File: config.mk
export PLATFORM = sky130hd
export DESIGN_NAME = wdsc_top
export DESIGN_NICKNAME = d
export VERILOG_FILES = /design/src/pkg/wdsc_pkg.sv /design/src/wdsc_top.sv
export VERILOG_INCLUDE_DIRS = /design/src /design/src/pkg
export SDC_FILE = /design/constraint.sdc
export NUM_CORES = 1
export LEC_CHECK = 0
export ABC_AREA = 1
export ABC_CLOCK_PERIOD_IN_PS = 1560
export BUFFER_PORTS_ARGS = -buffer_cell sky130_fd_sc_hd__buf_2
export CORE_ASPECT_RATIO = 0.9
export CORE_MARGIN = 3
export CORE_UTILIZATION = 40
export DETAILED_ROUTE_END_ITERATION = 16
export PLACE_DENSITY = 0.67
export SKIP_LAST_GASP = 1
export SLEW_MARGIN = 30
export SYNTH_ARGS = -nofsm -noshare
export SYNTH_HDL_FRONTEND = slang
export SYNTH_SLANG_ARGS = --single-unit
File: constraint.sdc
create_clock -name core_clk -period 1.56 [get_ports core_clk]
set_input_delay 0.234 -clock core_clk [delete_from_list [all_inputs] [get_ports core_clk]]
set_output_delay 0.234 -clock core_clk [all_outputs]
set_load 0.02 [all_outputs]
File: src/pkg/wdsc_params.svh
`ifndef WDSC_PARAMS_SVH
`define WDSC_PARAMS_SVH

// Register indices; the byte address is four times the index.
`define WDSC_IDX_OPTION   16'h0081
`define WDSC_IDX_CONFIG   16'h2007
`define WDSC_IDX_STATUS   16'h0003

// Option register fields and reset value.
`define WDSC_OPT_RESET    8'hFF
`define WDSC_OPT_ASSIGN   3
`define WDSC_OPT_PS_LSB   0

// Config word fields.
`define WDSC_CFG_FUSE_EN  2
`define WDSC_CFG_FOSC_LSB 0
`define WDSC_FOSC_RC      2'h3

// Status field positions.
`define WDSC_STAT_TMOUT   4
`define WDSC_STAT_PWRDN   3

// Timing: watchdog base period in microseconds, core clock in MHz.
`define WDSC_WDOG_PERIOD_US 18000
`define WDSC_CORE_CLK_MHZ   125
`define WDSC_WDOG_CYCLES    (`WDSC_WDOG_PERIOD_US * `WDSC_CORE_CLK_MHZ)
// Oscillator start-up wait in oscillator periods; one period is one core clock.
`define WDSC_OST_TOSC      1024
`define WDSC_OST_CYCLES    (`WDSC_OST_TOSC * 1)

`endif

File: src/pkg/wdsc_pkg.sv
`default_nettype none
package wdsc_pkg;

  // Power state of the core.
  typedef enum logic [1:0] {
    st_run   = 2'b00,
    st_sleep = 2'b01,
    st_ost   = 2'b10
  } wdsc_state_t;

  // Cause of the most recent wake-up.
  typedef enum logic [1:0] {
    wake_none = 2'b00,
    wake_wdog = 2'b01,
    wake_irq  = 2'b10
  } wdsc_wake_t;

endpackage
`default_nettype wire

File: src/wdsc_top.sv
`timescale 1ns/100ps
`include "wdsc_params.svh"
`default_nettype none

module wdsc_top #(
  parameter int WDOG_CYCLES = `WDSC_WDOG_CYCLES,
  parameter int PC_W       = 13
) (
  // Clock and reset.
  input  wire logic        core_clk,
  input  wire logic        srst,
  // Avalon-MM slave.
  input  wire logic [15:0] avs_address,
  input  wire logic        avs_read,
  input  wire logic        avs_write,
  input  wire logic [31:0] avs_writedata,
  output logic [31:0]      avs_readdata,
  output logic             avs_waitrequest,
  // Processor core.
  input  wire logic        clear_watchdog_op,
  input  wire logic        sleep_op,
  input  wire logic [PC_W-1:0] core_pc,
  input  wire logic        global_irq_enable,
  input  wire logic [2:0]  irq_flag,
  input  wire logic [2:0]  irq_enable,
  // Pins and fuses.
  input  wire logic        master_clear_n,
  input  wire logic [7:0]  device_config_word,
  // Control and status outputs.
  output logic             device_reset,
  output logic             master_clear_oe,
  output logic             core_stall,
  output logic             osc_driver_off,
  output logic             io_hold,
  output logic             periph_clk_en,
  output logic             wake_pulse,
  output logic             vector_req,
  output logic [PC_W-1:0]  prefetch_addr,
  output logic             timeout_status_n,
  output logic             powerdown_status_n
);

  localparam int BASE_W = $clog2(WDOG_CYCLES);
  localparam int OST_W  = $clog2(`WDSC_OST_CYCLES + 1);

  // Refuse a base period the tick counter cannot count.
  if (WDOG_CYCLES < 2) begin : g_chk
    $error("WDOG_CYCLES must be at least 2");
  end

  // Refuse a program counter too narrow to reach the interrupt vector address.
  if (PC_W < 3) begin : g_chk_pc
    $error("PC_W must be at least 3");
  end

  // Terminal prescaler count: ratio 2**ps when assigned to the watchdog, else 1:1.
  function automatic logic [6:0] wdsc_limit(input logic to_wdog, input logic [2:0] ps);
    logic [6:0] lim;
    lim = 7'h00;
    if (to_wdog) begin
      lim = 7'((8'h01 << ps) - 8'h01);
    end
    return lim;
  endfunction

  //////////////////////////////////////////////////////////////////////////////
  // State and wiring.

  wdsc_pkg::wdsc_state_t state_q;
  wdsc_pkg::wdsc_wake_t  cause_q;
  logic [7:0]        option_q;
  logic [7:0]        config_q;
  logic [BASE_W-1:0] base_q;
  logic [6:0]        pre_q;
  logic [OST_W-1:0]  ost_q;
  logic              wdog_en;
  logic              tick;
  logic              timeout;
  logic              irq_pending;
  logic              sleep_take;
  logic              wdog_clr;
  logic              pin_rst;
  logic              wdog_rst;
  logic              crystal;
  logic              bus_req;
  logic              bus_ack;
  logic              sel_option;
  logic              sel_config;
  logic              sel_status;

  // Fuse bit gates the watchdog off while it reads clear; the word is resampled every clock.
  assign wdog_en     = config_q[`WDSC_CFG_FUSE_EN];
  assign crystal     = config_q[`WDSC_CFG_FOSC_LSB +: 2] != `WDSC_FOSC_RC;
  // Own enable alone decides wake; the global enable plays no part.
  assign irq_pending = |(irq_flag & irq_enable);
  // A sleep with an enabled request already pending is dropped as a no-op.
  assign sleep_take  = sleep_op && state_q == wdsc_pkg::st_run && !irq_pending;
  assign wdog_clr    = sleep_take || (clear_watchdog_op && state_q == wdsc_pkg::st_run);
  assign tick        = base_q == BASE_W'(WDOG_CYCLES - 1);
  // Expiry needs a tick at the terminal prescale count; a clear in that cycle wins.
  assign timeout     = wdog_en && tick && !wdog_clr &&
                       pre_q == wdsc_limit(option_q[`WDSC_OPT_ASSIGN],
                                           option_q[`WDSC_OPT_PS_LSB +: 3]);
  // The pin is taken as a synchronous level, so a pulse shorter than a clock is missed.
  assign pin_rst     = !master_clear_n;
  assign wdog_rst    = timeout && state_q == wdsc_pkg::st_run;
  assign bus_req     = avs_read || avs_write;
  assign bus_ack     = bus_req && !avs_waitrequest;
  assign sel_option  = avs_address == 16'((`WDSC_IDX_OPTION) << 2);
  assign sel_config  = avs_address == 16'((`WDSC_IDX_CONFIG) << 2);
  assign sel_status  = avs_address == 16'((`WDSC_IDX_STATUS) << 2);

  //////////////////////////////////////////////////////////////////////////////
  // Watchdog base tick. It never stops for sleep, standing in for the private RC
  // oscillator, so the timeout still arrives while the core clock is gated.

  always_ff @(posedge core_clk) begin
    if (srst || wdog_clr || pin_rst || !wdog_en || tick) begin
      base_q <= '0;
    end else begin
      base_q <= base_q + BASE_W'(1);
    end
  end

  // Prescaler steps once per tick; cleared together with the counter.
  always_ff @(posedge core_clk) begin
    if (srst || wdog_clr || pin_rst || !wdog_en || timeout) begin
      pre_q <= 7'h00;
    end else if (tick) begin
      pre_q <= pre_q + 7'h01;
    end
  end

  //////////////////////////////////////////////////////////////////////////////
  // Fuse word is captured by a clocked process so reset takes only constants.

  always_ff @(posedge core_clk) begin
    config_q <= device_config_word;
  end

  // Option register; every reset kind restores all ones.
  always_ff @(posedge core_clk) begin
    if (srst || pin_rst || wdog_rst) begin
      option_q <= `WDSC_OPT_RESET;
    end else if (bus_ack && avs_write && sel_option) begin
      option_q <= avs_writedata[7:0];
    end
  end

  //////////////////////////////////////////////////////////////////////////////
  // Power state machine.

  always_ff @(posedge core_clk) begin
    if (srst || pin_rst) begin
      state_q <= wdsc_pkg::st_run;
    end else begin
      unique case (state_q)
        wdsc_pkg::st_run: begin
          if (sleep_take) begin
            state_q <= wdsc_pkg::st_sleep;
          end
        end
        wdsc_pkg::st_sleep: begin
          // Pending requests wake at once, so a late one still finds sleep done.
          if (timeout || irq_pending) begin
            state_q <= crystal ? wdsc_pkg::st_ost : wdsc_pkg::st_run;
          end
        end
        wdsc_pkg::st_ost: begin
          if (ost_q == OST_W'(`WDSC_OST_CYCLES - 1)) begin
            state_q <= wdsc_pkg::st_run;
          end
        end
        default: state_q <= wdsc_pkg::st_run;
      endcase
    end
  end

  // Oscillator start-up counter, only live in the start-up wait.
  always_ff @(posedge core_clk) begin
    if (srst || state_q != wdsc_pkg::st_ost) begin
      ost_q <= '0;
    end else begin
      ost_q <= ost_q + OST_W'(1);
    end
  end

  // Wake cause, held until the core resumes.
  always_ff @(posedge core_clk) begin
    if (srst || pin_rst || state_q == wdsc_pkg::st_run) begin
      cause_q <= wdsc_pkg::wake_none;
    end else if (state_q == wdsc_pkg::st_sleep && timeout) begin
      cause_q <= wdsc_pkg::wake_wdog;
    end else if (state_q == wdsc_pkg::st_sleep && irq_pending) begin
      cause_q <= wdsc_pkg::wake_irq;
    end
  end

  //////////////////////////////////////////////////////////////////////////////
  // Status bits. Master clear leaves both untouched so software can tell it apart.

  always_ff @(posedge core_clk) begin
    if (srst) begin
      timeout_status_n <= 1'b1;
    end else if (timeout) begin
      timeout_status_n <= 1'b0;
    end else if (sleep_take) begin
      timeout_status_n <= 1'b1;
    end
  end

  always_ff @(posedge core_clk) begin
    if (srst) begin
      powerdown_status_n <= 1'b1;
    end else if (sleep_take) begin
      powerdown_status_n <= 1'b0;
    end
  end

  //////////////////////////////////////////////////////////////////////////////
  // Core-facing outputs.

  // Reset request is internal only; the pin driver is never enabled.
  always_ff @(posedge core_clk) begin
    if (srst) begin
      device_reset    <= 1'b1;
      master_clear_oe <= 1'b0;
    end else begin
      device_reset    <= wdog_rst || pin_rst;
      master_clear_oe <= 1'b0;
    end
  end

  // Stall and hold follow the next state so they rise with the sleep state.
  always_ff @(posedge core_clk) begin
    if (srst || pin_rst) begin
      core_stall     <= 1'b0;
      osc_driver_off <= 1'b0;
      io_hold        <= 1'b0;
      periph_clk_en  <= 1'b1;
    end else if (sleep_take) begin
      core_stall     <= 1'b1;
      osc_driver_off <= 1'b1;
      io_hold        <= 1'b1;
      periph_clk_en  <= 1'b0;
    end else if (state_q == wdsc_pkg::st_sleep && (timeout || irq_pending)) begin
      core_stall     <= crystal;
      osc_driver_off <= 1'b0;
      io_hold        <= crystal;
      periph_clk_en  <= !crystal;
    end else if (state_q == wdsc_pkg::st_ost &&
                 ost_q == OST_W'(`WDSC_OST_CYCLES - 1)) begin
      core_stall     <= 1'b0;
      io_hold        <= 1'b0;
      periph_clk_en  <= 1'b1;
    end
  end

  // Resume pulse; the core runs the prefetched instruction, then vectors if asked.
  always_ff @(posedge core_clk) begin
    if (srst || pin_rst) begin
      wake_pulse <= 1'b0;
      vector_req <= 1'b0;
    end else if (state_q == wdsc_pkg::st_sleep && !crystal && (timeout || irq_pending)) begin
      wake_pulse <= 1'b1;
      vector_req <= !timeout && global_irq_enable;
    end else if (state_q == wdsc_pkg::st_ost &&
                 ost_q == OST_W'(`WDSC_OST_CYCLES - 1)) begin
      wake_pulse <= 1'b1;
      vector_req <= cause_q == wdsc_pkg::wake_irq && global_irq_enable;
    end else begin
      wake_pulse <= 1'b0;
      vector_req <= 1'b0;
    end
  end

  // Address of the instruction fetched while sleep executes.
  always_ff @(posedge core_clk) begin
    if (srst) begin
      prefetch_addr <= '0;
    end else if (sleep_take) begin
      prefetch_addr <= core_pc + PC_W'(1);
    end
  end

  //////////////////////////////////////////////////////////////////////////////
  // Avalon slave: one wait cycle, then the answer. Unmapped reads return zero and
  // unmapped writes are dropped.

  always_ff @(posedge core_clk) begin
    if (srst) begin
      avs_waitrequest <= 1'b1;
    end else begin
      avs_waitrequest <= !(bus_req && avs_waitrequest);
    end
  end

  // Read data is captured on the request edge, so it already stands when waitrequest drops.
  always_ff @(posedge core_clk) begin
    if (srst) begin
      avs_readdata <= 32'h0000_0000;
    end else if (avs_read && avs_waitrequest) begin
      avs_readdata <= 32'h0000_0000;
      if (sel_option) begin
        avs_readdata[7:0] <= option_q;
      end else if (sel_config) begin
        avs_readdata[7:0] <= config_q;
      end else if (sel_status) begin
        avs_readdata[`WDSC_STAT_TMOUT] <= timeout_status_n;
        avs_readdata[`WDSC_STAT_PWRDN] <= powerdown_status_n;
      end
    end
  end

endmodule // wdsc_top

`default_nettype wire

Word-level counts from Yosys, hierarchy flattened
Index checks and enable logic that the tools add are counted.
- multipliers: 0
- reduce and logical (&&, ||, !) cells: 49
- multiplexer cells: 27
- bitwise operators: 1
- eq/ne operators: 14
- $lt $le $gt $ge: 0
- divide/modulo/power cells: 0
- shift operators: 1
- add/subtract/negate cells: 5
- operators with widths (kind ; number):
    22-bit by 1-bit adder with 22-bit output (second input constant) ; 1
    22-bit equality test (second input constant) ; 1
    1-bit logical AND ; 20
    16-bit by 10-bit equality test with 1-bit output (second input constant) ; 1
    16-bit equality test (second input constant) ; 1
    16-bit by 4-bit equality test with 1-bit output (second input constant) ; 1
    1-bit two-way mux ; 16
    13-bit by 1-bit adder with 13-bit output (second input constant) ; 1
    1-bit logical OR ; 13
    2-bit two-way mux ; 6
    11-bit by 1-bit adder with 11-bit output (second input constant) ; 1
    11-bit by 10-bit equality test with 1-bit output (second input constant) ; 1
    1-bit logical NOT ; 8
    8-bit two-way mux ; 1
    7-bit by 1-bit adder with 7-bit output (second input constant) ; 1
    7-bit equality test ; 1
    7-bit two-way mux ; 1
    1-bit by 3-bit << shifter with 7-bit output (first input constant) ; 1
    7-bit by 1-bit subtractor with 7-bit output (second input constant) ; 1
    3-bit two-way mux ; 2
    2-bit inequality test (second input constant) ; 3
    2-bit case mux with 3 select lines ; 1
    2-bit nonzero test ; 3
    2-bit equality test (second input constant) ; 2
    8 further kinds ; 9
- ROM bits: 0
- bits of input ports: 83
- flip-flop bits (word level): 90
- logic and storage cells: 116
- bits in latches: 0
- output and inout port bits: 56
- memories kept: 0
- bits in writable memories: 0

Longest topological paths before layout
Gate-level depths: netlist of run 1.
- depth in word-level cells: 12
- gate-level depth with buffers: 14
- depth with buffers taken out: 13

Worst setup path before layout of run 1
OpenSTA, ideal clock, no wires.
- kind: reg2reg
- start point: register base_q[0]
- end point: register base_q[18]
- cell stages (with the launch flop): 11
- arrival time: 1447 ps
- clock period less this slack: 1567 ps
- buffers on the path: 0
- required time: 1440 ps
- setup time: 120 ps
- setup slack: -7 ps
- cell sequence: dfxtp_1 > ha_1 > nand2_2 > nor2_8 > nand3_2 > nor3_2 > nand2_2 > nor2_4 > nand3_1 > o21ai_1 > a21oi_1
- cells in the longest elaborated chain, start to end: 2
- elaborated cells between the ends (all ways): 3
- those cells by class: add/sub: 1; eq/ne: 1; reduce/logical: 1
- ends and longest elaborated chain (what ; line ; text):
    start, declared ; wdsc_top.sv:73 ; logic [BASE_W-1:0] base_q;
    start signal, assigned ; wdsc_top.sv:121 ; base_q <= base_q + BASE_W'(1);
    branches (longest 2 deep; another with 22-bit by 1-bit adder with 22-bit output) ; - ;
Several ways; the timed one is not identified.
A chain may end at the register's enable or synchronous reset.

Worst setup path after layout of run 1
- start point: register base_q[0]
- end point: register base_q[19]
The elaborated chain is that of the path after synthesis.

==> results of run 1 <==
==> through the flow <==
| stage | instances | setup slack, ps | power [mW] | area, µm² | TNS (ps) |
|---|---|---|---|---|---|
| 2_1_floorplan | 657 | -7.10 | 2.73 | 4680 | -8.60 |
| 3_3_place_gp | 922 | -80.5 | 2.88 | 5520 | -1340 |
| 3_5_place_dp | 922 | -149 | 2.89 | 5520 | -4470 |
| 4_1_cts | 954 | -125 | 5.13 | 6080 | -1800 |
| 5_1_grt | 968 | -272 | 5.29 | 6410 | -4150 |
| 6_report | 968 | -166 | 5.09 | 6410 | -561 |
==> synthesized netlist by cell type <==
cell        n
a211oi_1    1
a21boi_0    1
a21oi_1    29
a22o_1      1
a31oi_1     1
a32o_1      4
buf_2       1
buf_4      27
buf_6       1
clkbuf_1    4
conb_1      1
dfxtp_1    90
ha_1        4
inv_1      78
inv_2       7
nand2_1   124
nand2_2     7
nand2_4     3
nand3_1    46
nand3_2     3
nand3b_1   11
nand4_1    17
nand4_2     2
nor2_1     73
nor2_2      8
nor2_4      5
nor2_8      1
nor3_1     15
nor3_2      3
nor3b_1     3
nor3b_2     1
nor4_1      6
o211ai_1    6
o21a_1      3
o21ai_0    21
o21ai_1     2
o21ai_4     1
o221ai_1    4
or2_0       1
or2_2       6
or3_1       1
xnor2_1     3
xor2_1      7
==> cells by family (layout without fill, tap and decap cells) <==
kind of cell	after synthesis	in the layout
adder cells (fa/ha/maj)	4	4
other	1	25
flip-flops	90	90
buffers and inverters	118	276
AO/OA/AOI/OAI	74	75
XOR/XNOR	10	10
AND/OR/NAND/NOR	336	336
==> cell type report <==
class	instances	share of cell area
clock buffer	10	0.0373
clock inverter	6	0.0101
inverter	85	0.0515
multi-input combinational	450	0.407
sequential	90	0.285
tap	152	0.0297
timing repair buffer	175	0.180
==> registers in the layout (all words and copies together), names as in the netlist, 2 cells and up <==
name	cells
option_q	8
avs_readdata	8
state_q	2
ost_q	11
base_q	22
cause_q	2
pre_q	7
config_q	8
prefetch_addr	13
==> path summary, 6_finish.rpt <==
check | from | to | slack, ps | cells after the start
max | base_q[0]$_SDFF_PP0_ | base_q[19]$_SDFF_PP0_ | -170 | 11
min | device_config_word[2] | config_q[2]$_DFF_P_ | 20 | 1
max reg2reg | base_q[0]$_SDFF_PP0_ | base_q[19]$_SDFF_PP0_ | -170 | 11
min reg2reg | prefetch_addr[10]$_SDFFE_PP0P_ | prefetch_addr[10]$_SDFFE_PP0P_ | 460 | 2
==> critical path: stages, from the launching register on <==
cell and delay [ps]:
dfxtp_2 370, buf_6 110, nand3_4 70, nor2_4 140
nand2_2 90, nor2_4 150, nand3_4 90, nor2_4 150
nand3_2 110, or2_0 230, nand3_1 80, inv_1 30
==> power by group through the flow <==
stage | registers (mW) | logic [mW] | clock network [mW]
6_report | 2.38 | 0.500 | 2.21
5_1_grt | 2.38 | 0.549 | 2.36
4_1_cts | 2.38 | 0.478 | 2.27
3_5_place_dp | 2.43 | 0.455 | 0
3_3_place_gp | 2.43 | 0.448 | 0
2_1_floorplan | 2.48 | 0.255 | 0
==> layer usage <==
metal  track usage  part of all wire  vias to the layer above  routed length [µm]
li1              -                 -                     2384                   -
met1         0.239              0.47                     2142                5550
met5             0                 0                        -                   0
met3        0.0562             0.056                       14                 670
met4        0.0447            0.0097                        0                 116
met2         0.292              0.47                      127                5580
==> repair_timing <==
item,in CTS,in global routing
cloned,2,0
endpoints found under the hold margin,6,1
buffers inserted,10,15
pin swaps,12,31
hold buffers,6,1
resized for setup,34,63
setup endpoints to repair,57,50
==> layout by cell type (no fill, tap or decap), drive strengths merged, types with 7 or more instances in the layout <==
| master | synthesis | final |
|---|---|---|
| a21oi | 29 | 29 |
| buf | 29 | 168 |
| clkbuf | 4 | 10 |
| conb | 1 | 25 |
| dfxtp | 90 | 90 |
| dlygate4sd3 | 0 | 7 |
| inv | 85 | 85 |
| nand2 | 134 | 134 |
| nand3 | 49 | 49 |
| nand3b | 11 | 11 |
| nand4 | 19 | 19 |
| nor2 | 87 | 87 |
| nor3 | 18 | 18 |
| o21ai | 24 | 25 |
| or2 | 7 | 7 |
| xor2 | 7 | 7 |
==> run_results.csv, run 1 <==
group,metric,value,unit
run_status,status,"finished, violations left",
run_status,violations,"negative setup slack",
grt,gr-usage-all-layers,0.182,
place,hpwl,8.67,mm
grt,grt_max_degree,16,
setup_path,cp.arrival,1980,ps
sta,finalCritPeriodShare,1.11,
sta,max_freq,579,MHz
synthesis,syn_inst,633,
sta,hold_violations,0,
synthesis,synthSimpleGateAreaFrac,0.358,
routing,via_per_inst,4.82,
sta,hold_ws,21.7,ps
setup_path,required,1810,ps
cts,cts_tree,"done",
cts,clk_latency,350,ps
synthesis,synth_xor_area_frac,0.0191,
final_layout,multi_input_area,0.00261,mm²
routing,initialDrtViolationCount,231,
routing,drc,0,
synthesis,ys_warn_count,0,
floorplan,core,0.0110,mm²
routing,wl_per_cell,12.3,µm
routing,vias,4667,
final_layout,diodes,0,
sta,period_minus_slack,1730,ps
final_layout,final_nets,898,
floorplan,die-height,108,µm
cts,path_clk_slew,60,ps
place,globalplace.congestion,0.867,
floorplan,ioPinCount,139,
pwr,p_sw,1.27,mW
synthesis,synthAdderAreaFrac,0.0109,
pwr,max-vdd-ir-drop,0.574,mV
pwr,p_seq_frac,0.467,
pwr,combPwrFrac,0.098,
synthesis,synth_compound_area_frac,0.0978,
cts,clockBufferDepth,2,
grt,antenna_found_initial,0,
routing,dr.pass1.iters,5,
pwr,power.density,795,mW/mm²
floorplan,design.die.area,0.0128,mm²
place,io_buffers,89,
final_layout,drive_gt1_frac,0.350,
cts,cts_sinks,90,
synthesis,synth_area_leaders,"dfxtp_1, nand2_1, inv_1, nor2_1, nand3_1",
synthesis,syn-cell-area,0.00459,mm²
synthesis,synth_top_family_by_area,"simple AND/OR/NAND/NOR gates",
floorplan,dieWidth,119,µm
synthesis,yosysTopAreaCellShare,0.392,
floorplan,initial_core_util,0.416,
synthesis,synth.area.mux_share,0,
hold_path,hold_path.class,"input pin to flip-flop",
setup_path,cp-end-kind,"flip-flop",
final_layout,fin_util,0.581,
sta,slew_viol_final,0,
synthesis,synth_seq_area_share,0.392,
synthesis,avgSynthCellArea,7.25,µm²
routing,wirelength,11.9,mm
grt,grt_pass1_wl,19.0,mm
cts,cts_max_level,3,
cts,numCtsBuffers,9,
flow_run,maxCapViolations,0,
setup_path,setup.worst_path.class,"flip-flop to flip-flop",
synthesis,ys_seq_elements,90,
final_layout,n_fill_cell,984,
sta,clock_skew,8.59,ps
setup_path,cp-start-kind,"flip-flop",
synthesis,ys_types,43,
routing,ant_nets,0,
synthesis,post-synth-top-area-cell,"dfxtp_1",
pwr,p_leak,2.92,nW
sta,rsz0062_at_grt,"yes",
grt,grt_overflow_total,0,
grt,grt_pass1_vias,4250,
final_layout,regArea,0.00182,mm²
pwr,p_int,3.82,mW
floorplan,rows,36,
sta,setup_slack,-166,ps
final_layout,syn2layout_area_growth,39.7,%
sta,setup-violations-final,16,
pwr,p_sw_frac,0.249,
setup_path,cp_max_fo,3,
pwr,pwr-share-clk,0.435,
cts,cts_root_buf,"clkbuf_16",
Note: power is estimated with default switching activity, not from simulation.
==> run 2: changes to the inputs <==
Settings changed: ABC_CLOCK_PERIOD_IN_PS 1560 to 2100, CORE_MARGIN 3 to 1.5, PLACE_DENSITY 0.67 to default.
Clock period 1.56 ns to 2.1 ns, I/O delays scaled along.
==> run_results.csv, run 2 (synthesized netlist as in run 1, its figures left out) <==
group,metric,value,unit
sta,fin_tns_setup,0,ps
cts,clk_latency,350,ps
setup_path,cp-end-kind,"flip-flop",
setup_path,cp-start-kind,"flip-flop",
hold_path,hold_path.class,"input pin to flip-flop",
sta,rsz0062_at_grt,"no",
routing,vias,4202,
setup_path,cp.arrival,2090,ps
floorplan,design.die.area,0.0121,mm²
cts,numCtsBuffers,9,
grt,grt_pass1_wl,17.3,mm
routing,wl_per_cell,11.8,µm
final_layout,regMostFlops,"base_q",
setup_path,setup.worst_path.class,"flip-flop to flip-flop",
flow_run,maxCapViolations,0,
final_layout,final_nets,814,
sta,slew_viol_final,0,
sta,clock_skew,8.97,ps
final_layout,top_regs,"base_q x22, prefetch_addr x13, ost_q x11",
cts,cts_root_buf,"clkbuf_16",
routing,ant_nets,0,
setup_path,cp_max_fo,16,
place,hpwl,8.07,mm
floorplan,core,0.0110,mm²
floorplan,die-height,105,µm
final_layout,drive_gt1_frac,0.212,
routing,via_per_inst,4.75,
final_layout,diodes,0,
cts,cts_tree,"done",
grt,grt_overflow_total,0,
cts,cts_resized,0,
grt,antenna_found_initial,0,
place,placed_area,0.00510,mm²
cts,path_clk_slew,60,ps
routing,initialDrtViolationCount,166,
routing,dr.pass1.iters,4,
place,globalplace.congestion,0.854,
floorplan,dieWidth,116,µm
cts,cts_sinks,90,
final_layout,fin_area,0.00542,mm²
routing,wirelength,10.4,mm
sta,period_minus_slack,1850,ps
grt,gr-usage-all-layers,0.180,
pwr,max-vdd-ir-drop,0.525,mV
floorplan,ioPinCount,139,
routing,drc,0,
final_layout,n_fill_cell,1120,
sta,setup-violations-final,0,
sta,max_freq,540,MHz
setup_path,required,2330,ps
floorplan,initial_core_util,0.418,
cts,hold_buffers,0,
sta,hold_violations,0,
cts,clockBufferDepth,2,
cts,cts_max_level,3,
pwr,p_leak,2.42,nW
cts,cts_setup_buffers,0,
run_status,status,"finished, final reports clean",
place,io_buffers,89,
floorplan,rows,36,
sta,finalCritPeriodShare,0.882,
grt,grt_pass1_vias,3845,
final_layout,syn2layout_area_growth,18.0,%
final_layout,final_common_cell,"nand2_1",
final_layout,final_cell_mix,"nand2_1, dfxtp_1, buf_2, inv_1, nor2_1",
final_layout,largest_reg_flops,22,
pwr,power.density,696,mW/mm²
grt,grt_max_degree,17,
run 2: layout make-up:
cell class | count | area, µm² | share of cell area
clock buffers | 11 | 253 | 0.0466
multi-input cells | 449 | 2330 | 0.429
flip-flops and latches | 90 | 1800 | 0.332
inverters | 85 | 319 | 0.0589
clock inverters | 5 | 61.3 | 0.0113
well taps | 152 | 190 | 0.0351
repair buffers | 92 | 468 | 0.0864
run 2: stage by stage:
stage | total power, mW | setup slack [ps] | hold WS [ps] | util | cells
after floorplan | 2.03 | 533 | 343 | - | 657
after global placement | 2.12 | 255 | 421 | 0.464 | 868
after detailed placement | 2.13 | 219 | 421 | 0.464 | 868
after CTS | 3.82 | 254 | 55.0 | 0.493 | 884
after global routing | 3.92 | 11.9 | 59.0 | 0.493 | 884
final | 3.77 | 249 | 68.1 | 0.493 | 884
run 2: worst paths after layout:
kind / from / slack (ps) / cells past startpoint / endpoint
worst max register to register: base_q[20]$_SDFF_PP0_ / 250 / 8 / base_q[13]$_SDFF_PP0_
worst min register to register: base_q[0]$_SDFF_PP0_ / 450 / 1 / base_q[0]$_SDFF_PP0_
worst min-delay path: device_config_word[1] / 70 / 1 / config_q[1]$_DFF_P_
worst max-delay path: base_q[20]$_SDFF_PP0_ / 250 / 8 / base_q[13]$_SDFF_PP0_
run 2: critical path, stage by stage, from the launching register on:
cell and delay [ps]:
dfxtp_1 310, inv_1 100, nand2_1 70, nor4_1 310
nand4_1 270, nand2_2 370, inv_2 150, o21ai_0 110
a21oi_1 60
run 2: power by group:
group | internal, mW | leakage (nW) | switching [mW]
sequential | 1.75 | 0.732 | 0.0212
combinational | 0.110 | 1.54 | 0.213
clock | 0.991 | 0.144 | 0.693
total | 2.85 | 2.42 | 0.926
run 2: layer usage:
layer | track usage | routed length [µm]
met5 | 0 | 0
met4 | 0.0775 | 217
met3 | 0.0499 | 623
met2 | 0.271 | 4350
met1 | 0.238 | 5220
==> run 3: changes to the inputs <==
Settings changed: CTS_BUF_LIST from default to sky130_fd_sc_hd__clkbuf_8.
==> run_results.csv, run 3 (synthesized netlist as in run 1, its figures left out) <==
group,metric,value,unit
setup_path,cp.depth,8,
cts,clockBufferDepth,2,
grt,antenna_found_initial,0,
setup_path,path_buf_inv,2,
final_layout,final_nets,814,
final_layout,regMostFlops,"base_q",
sta,rsz0062_at_grt,"no",
final_layout,syn2layout_area_growth,15.8,%
pwr,power.total,3.35,mW
setup_path,cpPeakStageDelay,370,ps
final_layout,multi_input_area,0.00233,mm²
grt,gr-usage-all-layers,0.177,
routing,initialDrtViolationCount,174,
floorplan,initial_core_util,0.418,
place,placed_area,0.00510,mm²
setup_path,r2r_setup_slack,240,ps
routing,drc,0,
cts,cts_max_level,3,
final_layout,regArea,0.00180,mm²
grt,grt_max_degree,17,
setup_path,rr_worst_depth,8,
final_layout,largest_reg_flops,22,
sta,period_minus_slack,1860,ps
setup_path,cp-start-kind,"flip-flop",
sta,clock_skew,17.6,ps
sta,hold_violations,0,
routing,wl_per_cell,11.7,µm
setup_path,worstPathCellList,"inv_1, nand2_1, nor4_1, nand4_1, nand2_2, inv_2, o21ai_0, a21oi_1",
setup_path,cp.arrival,2120,ps
sta,setup-violations-final,0,
cts,cts_sinks,90,
setup_path,required,2360,ps
sta,hold_ws,44.5,ps
setup_path,cp-endpoint,"base_q[13]$_SDFF_PP0_",
setup_path,crit_family,"simple AND/OR/NAND/NOR gates",
pwr,power.density,629,mW/mm²
sta,max_freq,537,MHz
routing,vias,4201,
routing,ant_nets,0,
setup_path,setup.worst_path.class,"flip-flop to flip-flop",
floorplan,rows,36,
setup_path,cp_slowest_cell,"nand2_2",
place,hpwl,8.07,mm
cts,path_clk_slew,90,ps
cts,cts_setup_buffers,0,
floorplan,dieWidth,116,µm
floorplan,die-height,105,µm
setup_path,crit-reg2reg-launch,"base_q[20]$_SDFF_PP0_",
pwr,max-vdd-ir-drop,0.456,mV
floorplan,design.die.area,0.0121,mm²
sta,fin_tns_setup,0,ps
routing,via_per_inst,4.75,
setup_path,cp_max_fo,16,
place,io_buffers,89,
floorplan,ioPinCount,139,
flow_run,maxCapViolations,0,
cts,cts_root_buf,"clkbuf_8",
routing,wirelength,10.3,mm
cts,hold_buffers,0,
place,globalplace.congestion,0.854,
setup_path,cp-end-kind,"flip-flop",
final_layout,final_common_cell,"nand2_1",
floorplan,core,0.0110,mm²
final_layout,drive_gt1_frac,0.212,
setup_path,regToRegEndpoint,"base_q[13]$_SDFF_PP0_",
setup_path,cp-startpoint,"base_q[20]$_SDFF_PP0_",
final_layout,final_cell_mix,"nand2_1, dfxtp_1, buf_2, inv_1, nor2_1",
cts,cts_resized,0,
sta,slew_viol_final,0,
grt,grt_pass1_wl,17.2,mm
grt,grt_overflow_total,0,
hold_path,hold_path.class,"input pin to flip-flop",
cts,numCtsBuffers,9,
final_layout,diodes,0,
final_layout,n_fill_cell,1138,
cts,cts_tree,"done",
final_layout,top_regs,"base_q x22, prefetch_addr x13, ost_q x11",
run_status,status,"finished, final reports clean",
sta,finalCritPeriodShare,0.887,
final_layout,fin_area,0.00532,mm²
place,dp.cells,868,
cts,clk_latency,370,ps
pwr,p_leak,2.37,nW
grt,grt_pass1_vias,3832,
final_layout,layoutNonFillerInstCount,884,
routing,dr.pass1.iters,4,
[run 3: cell counts in the layout (fill, tap and decap cells not counted)]
Identical to the previous run, type by type.
[run 3: cell type report]
cell class / count / share of cell area
timing repair buffer: 92 / 0.0880
tap: 152 / 0.0358
multi-input combinational: 449 / 0.437
inverter: 85 / 0.0600
sequential: 90 / 0.339
clock inverter: 5 / 0.0115
clock buffer: 11 / 0.0285
[run 3: layer usage]
metal / global-route usage / routed length [µm] / up-vias / part of all wire
met5: 0 / 0 / - / 0
met4: 0.0575 / 210 / 0 / 0.020
met3: 0.0551 / 626 / 17 / 0.061
met2: 0.270 / 4280 / 118 / 0.41
met1: 0.236 / 5230 / 1858 / 0.51
li1: - / - / 2208 / -
[run 3: metrics by stage]
| stage | util | setup WS, ps |
|---|---|---|
| finish | 0.484 | 238 |
| CTS | 0.484 | 251 |
| detailed placement | 0.464 | 219 |
| floorplan | - | 533 |
| global route | 0.484 | 4.19 |
| global placement | 0.464 | 255 |
[run 3: worst min-delay path by stage]
stage	startpoint	endpoint	cells past startpoint
after floorplan	device_config_word[0]	config_q[0]$_DFF_P_	0
after global placement	device_config_word[0]	config_q[0]$_DFF_P_	1
after CTS	device_config_word[1]	config_q[1]$_DFF_P_	1
after detailed placement	device_config_word[1]	config_q[1]$_DFF_P_	1
final	device_config_word[1]	config_q[1]$_DFF_P_	1
after global routing	device_config_word[3]	config_q[3]$_DFF_P_	1
[run 3: worst reg2reg max path: stages, from the launching register on]
cell     delay (ps)
dfxtp_1         320
inv_1           100
nand2_1          70
nor4_1          310
nand4_1         270
nand2_2         370
inv_2           150
o21ai_0         110
a21oi_1          60
[run 3: where the power goes]
part | internal, mW | switching [mW]
logic | 0.110 | 0.213
registers | 1.74 | 0.0212
clock network | 0.619 | 0.638
total | 2.47 | 0.873
